[src/common/cwp_pkg.sv]
// Constants, types and helpers shared by the configuration word block
package cwp_pkg;

  // ----------------------------------------------------------------
  // Register indices (byte address is four times the index)
  // ----------------------------------------------------------------
  localparam logic [13:0] IDX_PM_LAST  = 14'h0FFF;
  localparam logic [13:0] IDX_USER_ID0 = 14'h2000;
  localparam logic [13:0] IDX_USER_ID3 = 14'h2003;
  localparam logic [13:0] IDX_PART_ID  = 14'h2006;
  localparam logic [13:0] IDX_CONFIG   = 14'h2007;
  localparam logic [13:0] IDX_CONTROL  = 14'h2010;
  localparam logic [13:0] IDX_STATUS   = 14'h2011;

  // ----------------------------------------------------------------
  // Configuration word layout
  // ----------------------------------------------------------------
  localparam int          CFG_W          = 14;
  localparam int          BIT_DEBUG_N    = 13;
  localparam int          BIT_WRT_HI     = 11;
  localparam int          BIT_WRT_LO     = 10;
  localparam int          BIT_CODE_N     = 6;
  localparam int          BIT_RST_PIN    = 5;
  localparam int          BIT_POWERUP_TIMER_N     = 4;
  localparam int          BIT_WDT        = 3;
  localparam logic [13:0] CFG_UNIMPL     = 14'h1387;
  localparam logic [13:0] CFG_ERASED     = 14'h3FFF;

  // Identification word layout
  localparam int          PART_LSB       = 5;
  localparam int          PART_W         = 9;
  localparam int          REV_W          = 5;

  // Control register bits
  localparam int          CTL_PROG_MODE  = 0;
  localparam int          CTL_RELOAD     = 1;

  // Self-write protect limits
  localparam logic [1:0]  WRT_OFF        = 2'h3;
  localparam logic [1:0]  WRT_LOW_1K     = 2'h2;
  localparam logic [1:0]  WRT_LOW_2K     = 2'h1;
  localparam logic [11:0] WRT_LIMIT_1K   = 12'h400;
  localparam logic [11:0] WRT_LIMIT_2K   = 12'h800;

  // ----------------------------------------------------------------
  // Timing
  // ----------------------------------------------------------------
  localparam int          CLK_KHZ        = 10000;
  localparam int          POWERUP_TIMER_MS        = 64;
  localparam int          POWERUP_TIMER_CYCLES    = POWERUP_TIMER_MS * CLK_KHZ;

  // AHB
  localparam logic        HRESP_OKAY     = 1'b0;

  // ----------------------------------------------------------------
  // Decoded configuration
  // ----------------------------------------------------------------
  typedef struct packed {
    logic       debug_en;
    logic [1:0] wrt_sel;
    logic       code_protect_en;
    logic       reset_pin_ext;
    logic       powerup_timer_en;
    logic       wdt_en;
  } cwp_cfg_s;

  // Self-write blocked for this program address
  function automatic logic self_wr_blocked(input logic [1:0] wrt, input logic [11:0] addr);
    unique case (wrt)
      WRT_OFF:    self_wr_blocked = 1'b0;
      WRT_LOW_1K: self_wr_blocked = (addr < WRT_LIMIT_1K);
      WRT_LOW_2K: self_wr_blocked = (addr < WRT_LIMIT_2K);
      default:    self_wr_blocked = 1'b1;
    endcase
  endfunction

endpackage

[src/verilog/cwp_decode.sv]
// Decoder from stored configuration word to enables and readback value
`timescale 1ns/1ns
`default_nettype none

module cwp_decode
(
  input  wire logic [13:0]      cfg_word,
  output cwp_pkg::cwp_cfg_s     cfg,
  output logic      [13:0]      cfg_readback
);

  always_comb
  begin
    cfg.debug_en        = ~cfg_word[cwp_pkg::BIT_DEBUG_N];
    cfg.wrt_sel         = cfg_word[cwp_pkg::BIT_WRT_HI:cwp_pkg::BIT_WRT_LO];
    cfg.code_protect_en = ~cfg_word[cwp_pkg::BIT_CODE_N];
    cfg.reset_pin_ext   = cfg_word[cwp_pkg::BIT_RST_PIN];
    cfg.powerup_timer_en         = ~cfg_word[cwp_pkg::BIT_POWERUP_TIMER_N];
    cfg.wdt_en          = cfg_word[cwp_pkg::BIT_WDT];
    cfg_readback        = cfg_word | cwp_pkg::CFG_UNIMPL;
  end

endmodule
`default_nettype wire

[src/verilog/cwp_top.sv]
// Configuration word, identification word and memory protection with AHB-Lite access
//
// Function
// - Configuration word lives at 2007h
// - Bit 13 low enables in-circuit debug
// - Unimplemented config bits read as one
// - Bits 11:10 choose self-write protected range
// - Unprotected self-writes only via control mechanism
// - Code protect blocks external access, reads zero
// - CPU program reads unaffected by protection
// - Bit 5 high: external reset pin, pull-up
// - Bit 5 low: alternate pin function
// - Bit 4 low enables power-up timer
// - Bit 3 high enables watchdog
// - Four user ID words at 2000h-2003h
// - ID words only in program/verify mode
// - Identification word lives at 2006h
// - Part id bits 13:5, revision 4:0
// - Writes to identification word ignored
// - Power-up timer holds reset 64 ms
`timescale 1ns/1ns
`default_nettype none

module cwp_top
#(
  parameter int unsigned POWERUP_TIMER_CYCLES = cwp_pkg::POWERUP_TIMER_CYCLES,
  // Arbitrary identification values
  parameter logic [8:0]  PART_ID     = 9'h0A5,
  parameter logic [4:0]  REV_ID      = 5'h03
)
(
  input  wire logic          hclk,
  input  wire logic          hresetn,
  // AHB-Lite slave
  input  wire logic          hsel,
  input  wire logic [31:0]   haddr,
  input  wire logic [1:0]    htrans,
  input  wire logic          hwrite,
  input  wire logic [2:0]    hsize,
  input  wire logic [31:0]   hwdata,
  input  wire logic          hready,
  output logic               hreadyout,
  output logic               hresp,
  output logic      [31:0]   hrdata,
  // External program memory path
  output logic      [11:0]   pm_ext_addr,
  output logic      [13:0]   pm_ext_wdata,
  output logic               pm_ext_we,
  input  wire logic [13:0]   pm_ext_rdata,
  // CPU self-write path
  input  wire logic          cpu_wr_req,
  input  wire logic [11:0]   cpu_wr_addr,
  input  wire logic          program_memory_control,
  output logic               cpu_wr_grant,
  output logic               cpu_wr_blocked,
  // Reset and timer side
  input  wire logic          reset_event,
  input  wire logic          external_reset_pin_n,
  output logic               ext_reset_req,
  output logic               reset_pin_pullup_en,
  output logic               reset_pin_alt_func,
  output logic               chip_hold_reset,
  output cwp_pkg::cwp_cfg_s  active_cfg
);

  localparam int CNT_W = $clog2(POWERUP_TIMER_CYCLES + 1);

  // ------------------------------------------------------------------
  // Parameter checks
  // ------------------------------------------------------------------
  if (POWERUP_TIMER_CYCLES < 1)
  begin : g_chk
    $error("POWERUP_TIMER_CYCLES must be at least one");
  end

  // ------------------------------------------------------------------
  // Storage
  // ------------------------------------------------------------------
  // Stands in for non-volatile cells: erased at power-up, kept through resets
  logic      [13:0]  cfg_word_q = cwp_pkg::CFG_ERASED;
  logic      [13:0]  user_id_q [4];
  logic              prog_mode_q;
  logic              reload_q;
  logic              load_pend_q;
  cwp_pkg::cwp_cfg_s cfg_q;
  cwp_pkg::cwp_cfg_s cfg_d;
  logic      [13:0]  cfg_readback;
  logic [CNT_W-1:0]  powerup_timer_cnt_q;

  // ------------------------------------------------------------------
  // AHB address and data phase tracking
  // ------------------------------------------------------------------
  logic              wr_pend_q;
  logic              rd_pend_q;
  logic              rd_done_q;
  logic      [13:0]  idx_q;
  logic              accept;
  logic      [31:0]  rd_mux;

  assign accept = hsel & htrans[1] & hready;

  always_ff @(posedge hclk or negedge hresetn)
  begin
    if (!hresetn)
    begin
      wr_pend_q <= 1'b0;
      rd_pend_q <= 1'b0;
      idx_q     <= 14'h0000;
    end
    else if (accept)
    begin
      wr_pend_q <= hwrite;
      rd_pend_q <= ~hwrite;
      idx_q     <= haddr[15:2];
    end
    else if (hready)
    begin
      wr_pend_q <= 1'b0;
      rd_pend_q <= 1'b0;
    end
  end

  // Read takes one wait state so data comes from a flop
  always_ff @(posedge hclk or negedge hresetn)
  begin
    if (!hresetn)
    begin
      rd_done_q <= 1'b0;
      hrdata    <= 32'h0000_0000;
    end
    else
    begin
      rd_done_q <= rd_pend_q & ~rd_done_q;
      if (rd_pend_q & ~rd_done_q)
      begin
        hrdata <= rd_mux;
      end
    end
  end

  assign hreadyout = ~(rd_pend_q & ~rd_done_q);
  assign hresp     = cwp_pkg::HRESP_OKAY;

  // ------------------------------------------------------------------
  // Decode helpers
  // ------------------------------------------------------------------
  logic wr_now;
  logic is_pm;
  logic is_uid;
  logic pm_ok;

  assign wr_now = wr_pend_q & hready;
  assign is_pm  = (idx_q <= cwp_pkg::IDX_PM_LAST);
  assign is_uid = (idx_q >= cwp_pkg::IDX_USER_ID0) && (idx_q <= cwp_pkg::IDX_USER_ID3);
  assign pm_ok  = prog_mode_q & ~cfg_q.code_protect_en;

  always_comb
  begin
    rd_mux = 32'h0000_0000;
    if (is_pm)
    begin
      rd_mux[13:0] = pm_ok ? pm_ext_rdata : 14'h0000;
    end
    else if (is_uid)
    begin
      rd_mux[13:0] = prog_mode_q ? user_id_q[idx_q[1:0]] : 14'h0000;
    end
    else
    begin
      unique case (idx_q)
        cwp_pkg::IDX_PART_ID: rd_mux[13:0] = {PART_ID, REV_ID};
        cwp_pkg::IDX_CONFIG:  rd_mux[13:0] = cfg_readback;
        cwp_pkg::IDX_CONTROL: rd_mux[0]    = prog_mode_q;
        cwp_pkg::IDX_STATUS:  rd_mux[7:0]  = {(powerup_timer_cnt_q != '0), cfg_q};
        default:              rd_mux       = 32'h0000_0000;
      endcase
    end
  end

  // ------------------------------------------------------------------
  // External program memory path
  // ------------------------------------------------------------------
  assign pm_ext_addr  = idx_q[11:0];
  assign pm_ext_wdata = hwdata[13:0];
  assign pm_ext_we    = wr_now & is_pm & pm_ok;

  // ------------------------------------------------------------------
  // Control register and stored words
  // ------------------------------------------------------------------
  always_ff @(posedge hclk or negedge hresetn)
  begin
    if (!hresetn)
    begin
      prog_mode_q <= 1'b0;
      reload_q    <= 1'b0;
    end
    else
    begin
      reload_q <= 1'b0;
      if (wr_now && idx_q == cwp_pkg::IDX_CONTROL)
      begin
        prog_mode_q <= hwdata[cwp_pkg::CTL_PROG_MODE];
        reload_q    <= hwdata[cwp_pkg::CTL_RELOAD];
      end
    end
  end

  // Programming writes land in the stored word only; the identification word has no write path.
  // No reset, so a programmed power-up timer enable is seen by the load after hresetn.
  always_ff @(posedge hclk)
  begin
    if (wr_now && prog_mode_q && idx_q == cwp_pkg::IDX_CONFIG)
    begin
      cfg_word_q <= hwdata[13:0];
    end
  end

  always_ff @(posedge hclk or negedge hresetn)
  begin
    if (!hresetn)
    begin
      for (int i = 0; i < 4; i++)
      begin
        user_id_q[i] <= cwp_pkg::CFG_ERASED;
      end
    end
    else if (wr_now && prog_mode_q && is_uid)
    begin
      user_id_q[idx_q[1:0]] <= hwdata[13:0];
    end
  end

  cwp_decode u_decode
  (
    .cfg_word     (cfg_word_q),
    .cfg          (cfg_d),
    .cfg_readback (cfg_readback)
  );

  // ------------------------------------------------------------------
  // Active configuration latch
  // ------------------------------------------------------------------
  always_ff @(posedge hclk or negedge hresetn)
  begin
    if (!hresetn)
    begin
      load_pend_q <= 1'b1;
      cfg_q       <= '0;
    end
    else
    begin
      load_pend_q <= 1'b0;
      if (load_pend_q | reset_event | reload_q)
      begin
        cfg_q <= cfg_d;
      end
    end
  end

  assign active_cfg = cfg_q;

  // ------------------------------------------------------------------
  // Power-up timer, started after every hresetn release, not by reset_event
  // ------------------------------------------------------------------
  always_ff @(posedge hclk or negedge hresetn)
  begin
    if (!hresetn)
    begin
      powerup_timer_cnt_q <= '0;
    end
    else if (load_pend_q)
    begin
      powerup_timer_cnt_q <= cfg_d.powerup_timer_en ? CNT_W'(POWERUP_TIMER_CYCLES) : '0;
    end
    else if (powerup_timer_cnt_q != '0)
    begin
      powerup_timer_cnt_q <= powerup_timer_cnt_q - CNT_W'(1);
    end
  end

  assign chip_hold_reset = load_pend_q | (powerup_timer_cnt_q != '0);

  // ------------------------------------------------------------------
  // Reset pin function
  // ------------------------------------------------------------------
  assign reset_pin_pullup_en = cfg_q.reset_pin_ext;
  assign ext_reset_req       = cfg_q.reset_pin_ext & ~external_reset_pin_n;
  assign reset_pin_alt_func  = ~cfg_q.reset_pin_ext;

  // ------------------------------------------------------------------
  // CPU self-write gate; CPU fetches bypass this block entirely
  // ------------------------------------------------------------------
  logic self_blk;

  assign self_blk       = cwp_pkg::self_wr_blocked(cfg_q.wrt_sel, cpu_wr_addr);
  assign cpu_wr_grant   = cpu_wr_req & program_memory_control & ~self_blk;
  assign cpu_wr_blocked = cpu_wr_req & self_blk;

endmodule
`default_nettype wire

[config.mk]
export PLATFORM = sky130hd
export DESIGN_NAME = cwp_top
export DESIGN_NICKNAME = d
export VERILOG_FILES = /design/src/common/cwp_pkg.sv /design/src/verilog/cwp_decode.sv /design/src/verilog/cwp_top.sv
export SDC_FILE = /design/constraint.sdc
export NUM_CORES = 1
export LEC_CHECK = 0
export BUFFER_PORTS_ARGS = -buffer_cell sky130_fd_sc_hd__buf_2
export CORE_MARGIN = 2
export CORE_UTILIZATION = 33
export DETAILED_ROUTE_END_ITERATION = 16
export SKIP_LAST_GASP = 1
export SLEW_MARGIN = 10
export SYNTH_ARGS = -nofsm -noshare
export SYNTH_HDL_FRONTEND = slang
export SYNTH_SLANG_ARGS = --single-unit
[constraint.sdc]
create_clock -name hclk -period 2.9 [get_ports hclk]
set_clock_uncertainty 0.1 [all_clocks]
set_input_delay 0.58 -clock hclk [delete_from_list [all_inputs] [get_ports hclk]]
set_output_delay 0.58 -clock hclk [all_outputs]
set_load 0.02 [all_outputs]
==> results.json <==
{
  "grt_max_degree": 59,
  "layout-drive-gt1-share": 0.503,
  "slew_headroom": 0.495,
  "numCtsBuffers": 17,
  "drt_iter0_drc": 241,
  "reg2reg_from": "idx_q[12]",
  "critPathKind": "reg2out",
  "ff_latch_area_sq_um": 3210,
  "yosysWarnings": 0,
  "overflow": 0,
  "fin_cells": 917,
  "status": "finished clean",
  "setup_viol": 0,
  "track_usage": 0.163,
  "num_rows": 51,
  "wl_per_cell_um": 18.2,
  "synth.distinct_cells": 64,
  "final_antenna_net_count": 0,
  "syn_avg_cell_area_sq_um": 12.1,
  "die_h_um": 144,
  "yosysTopAreaCellShare": 0.231,
  "final_cell_mix": "buf_2, dfrtp_1, mux2_2",
  "grt_pass1_wl_um": 25800,
  "num_vias": 4664,
  "area_growth_pct": 19.7,
  "netlist_top_cells_area": "dfrtp_1, dfstp_2, mux2_2, buf_4, mux4_2",
  "yosysTopAreaCell": "dfrtp_1",
  "drc": 0,
  "period_needed_ns": 2.70,
  "cts_tree": "built",
  "fin_crit_sh": 0.931,
  "num_antenna_cells": 0,
  "cellLeakagePower_nw": 3.37,
  "crit_required_ns": 2.22,
  "synth_seq_cells": 124,
  "path_max_fanout": 6,
  "die_width_um": 144,
  "fin_nets": 745,
  "dr.pass1.iters": 4,
  "cts_root_buffer": "clkbuf_16",
  "synth_area_sq_um": 6510,
  "hp-class": "in2async",
  "cts_sinks": 124,
  "clockBufferDepth": 2,
  "clock_latency_ns": 0.42,
  "yosysSeqAreaShare": 0.493,
  "setup.worst_path.start_class": "flip-flop",
  "cp-end-kind": "output pin",
  "io_pins": 178,
  "p_per_area_nw_per_um2": 689,
  "dieArea_sq_um": 20900,
  "synth_edf_count": 7,
  "clkTransAtPathRegs_ns": 0.06,
  "synth-async-reset-ratio": 0.944,
  "max_cap_violations": 0,
  "tightest_slew_ns": 0.755,
  "antenna_found_initial": 0,
  "fin_tns_setup_ns": 0,
  "rsz0062_at_grt": "no",
  "final_cell_area_sq_um": 7790,
  "post-dp-hpwl_um": 12100,
  "fmax_mhz": 371,
  "synth-main-ff-cell": "dfrtp_1",
  "finalPower_mw": 5.37,
  "grt_pass1_vias": 4781,
  "place.gp.congestion": 0.826,
  "cts_max_level": 4,
  "ir_drop_uv": 329,
  "startpoint": "powerup_timer_cnt_q[10]",
  "routed_wl_um": 16600,
  "port-buffer-count": 108,
  "maxSlewViolCount": 0,
  "layout_commonest_cell": "buf_2",
  "core_area_sq_um": 19400,
  "placed_area_sq_um": 7180,
  "nFillCells": 1874,
  "vias_per_cell": 5.09,
  "start_util": 0.336,
  "place_inst": 885,
  "multi_input_area_sq_um": 2790,
  "final_hold_viol_count": 0,
  "hold_buffers": 0,
  "syn-instance-count": 540,
  "cp.arrival_ns": 2.02
}
==> what timing repair did <==
action / in CTS / in global routing
setup endpoints to repair: 0 / 1
setup buffers: 0 / 0
gates resized for setup: 0 / 1
==> routing by layer <==
layer  GRT usage  routed length (um)  up-vias
met5           0                   0        -
met4      0.0562                 323        0
met3      0.0394                 743       28
met2       0.273                8200      147
met1       0.207                7380     2373
li1            -                   -     2116
==> sequential cells by signal, indices dropped and copies added (netlist names) <==
name	cells
user_id_q	56
powerup_timer_cnt_q	20
hrdata	14
idx_q	14
cfg_word_q	7
active_cfg	6
load_pend_q	1
prog_mode_q	1
rd_done_q	1
rd_pend_q	1
reload_q	1
reset_pin_pullup_en	1
wr_pend_q	1
==> cell usage after synthesis (3+ instances only) <==
| cell | count |
|---|---|
| buf_2 | 3 |
| a21oi_1 | 25 |
| dfstp_2 | 57 |
| a211oi_1 | 10 |
| inv_1 | 9 |
| edfxtp_1 | 7 |
| o31ai_1 | 5 |
| mux4_2 | 14 |
| mux2_4 | 20 |
| nor4_1 | 8 |
| nand3_1 | 10 |
| nor3_1 | 13 |
| clkbuf_1 | 16 |
| o21ai_0 | 4 |
| buf_4 | 46 |
| dfrtp_1 | 60 |
| nor2_1 | 31 |
| and3_1 | 5 |
| buf_12 | 3 |
| buf_6 | 4 |
| nand2b_1 | 4 |
| and2_1 | 6 |
| a21o_1 | 3 |
| nor2b_1 | 11 |
| or4_1 | 6 |
| nor3b_1 | 3 |
| nand4_1 | 6 |
| nand2_1 | 27 |
| o22ai_1 | 8 |
| mux2_2 | 58 |
| or3_1 | 6 |
| a31oi_1 | 7 |
==> cell type report <==
type,instances,area share
multi-input cells,350,0.358
clock inverters,15,0.0236
well taps,265,0.0425
flip-flops and latches,124,0.412
repair buffers,135,0.104
clock buffers,17,0.0546
inverters,11,0.00530
==> final timing paths <==
| kind | slack [ns] | endpoint | cells past startpoint |
|---|---|---|---|
| max reg2reg | 0.36 | user_id_q[13] | 5 |
| min in group hclk | 0.28 | rd_pend_q | 2 |
| min | 0.03 | powerup_timer_cnt_q[8] | 1 |
| min reg2reg | 0.37 | active_cfg[3] | 1 |
| max in group asynchronous | 1.90 | user_id_q[2] | 2 |
| max | 0.20 | chip_hold_reset | 5 |
==> where the power goes <==
| group | internal [mW] | switching [mW] |
|---|---|---|
| sequential | 1.91 | 0.171 |
| clock | 1.37 | 0.831 |
| combinational | 0.417 | 0.673 |
==> through the flow <==
step,util,hold WS [ns],setup slack (ns)
floorplan,-,0.184,0.326
global placement,0.370,0.347,0.359
detailed placement,0.370,0.353,0.355
CTS,0.401,0.0420,0.123
global route,0.402,0.0613,0.0773
finish,0.402,0.0344,0.201
==> cells by family after synthesis <==
kind of cell	share of synthesized area
flip-flops	0.493
other	0.000576
buffers and inverters	0.0899
AO/OA/AOI/OAI	0.0813
adder cells (fa/ha/maj)	0.00384
AND/OR/NAND/NOR	0.133
multiplexers	0.198
==> worst max-delay path: stages, from the launching register on <==
cell      delay (ns)
dfrtp_1         0.42
nor4_1          0.56
nand2b_1        0.14
nor2_1          0.18
nand4_1         0.12
buf_2           0.17
(Power assumes the default switching activity.)
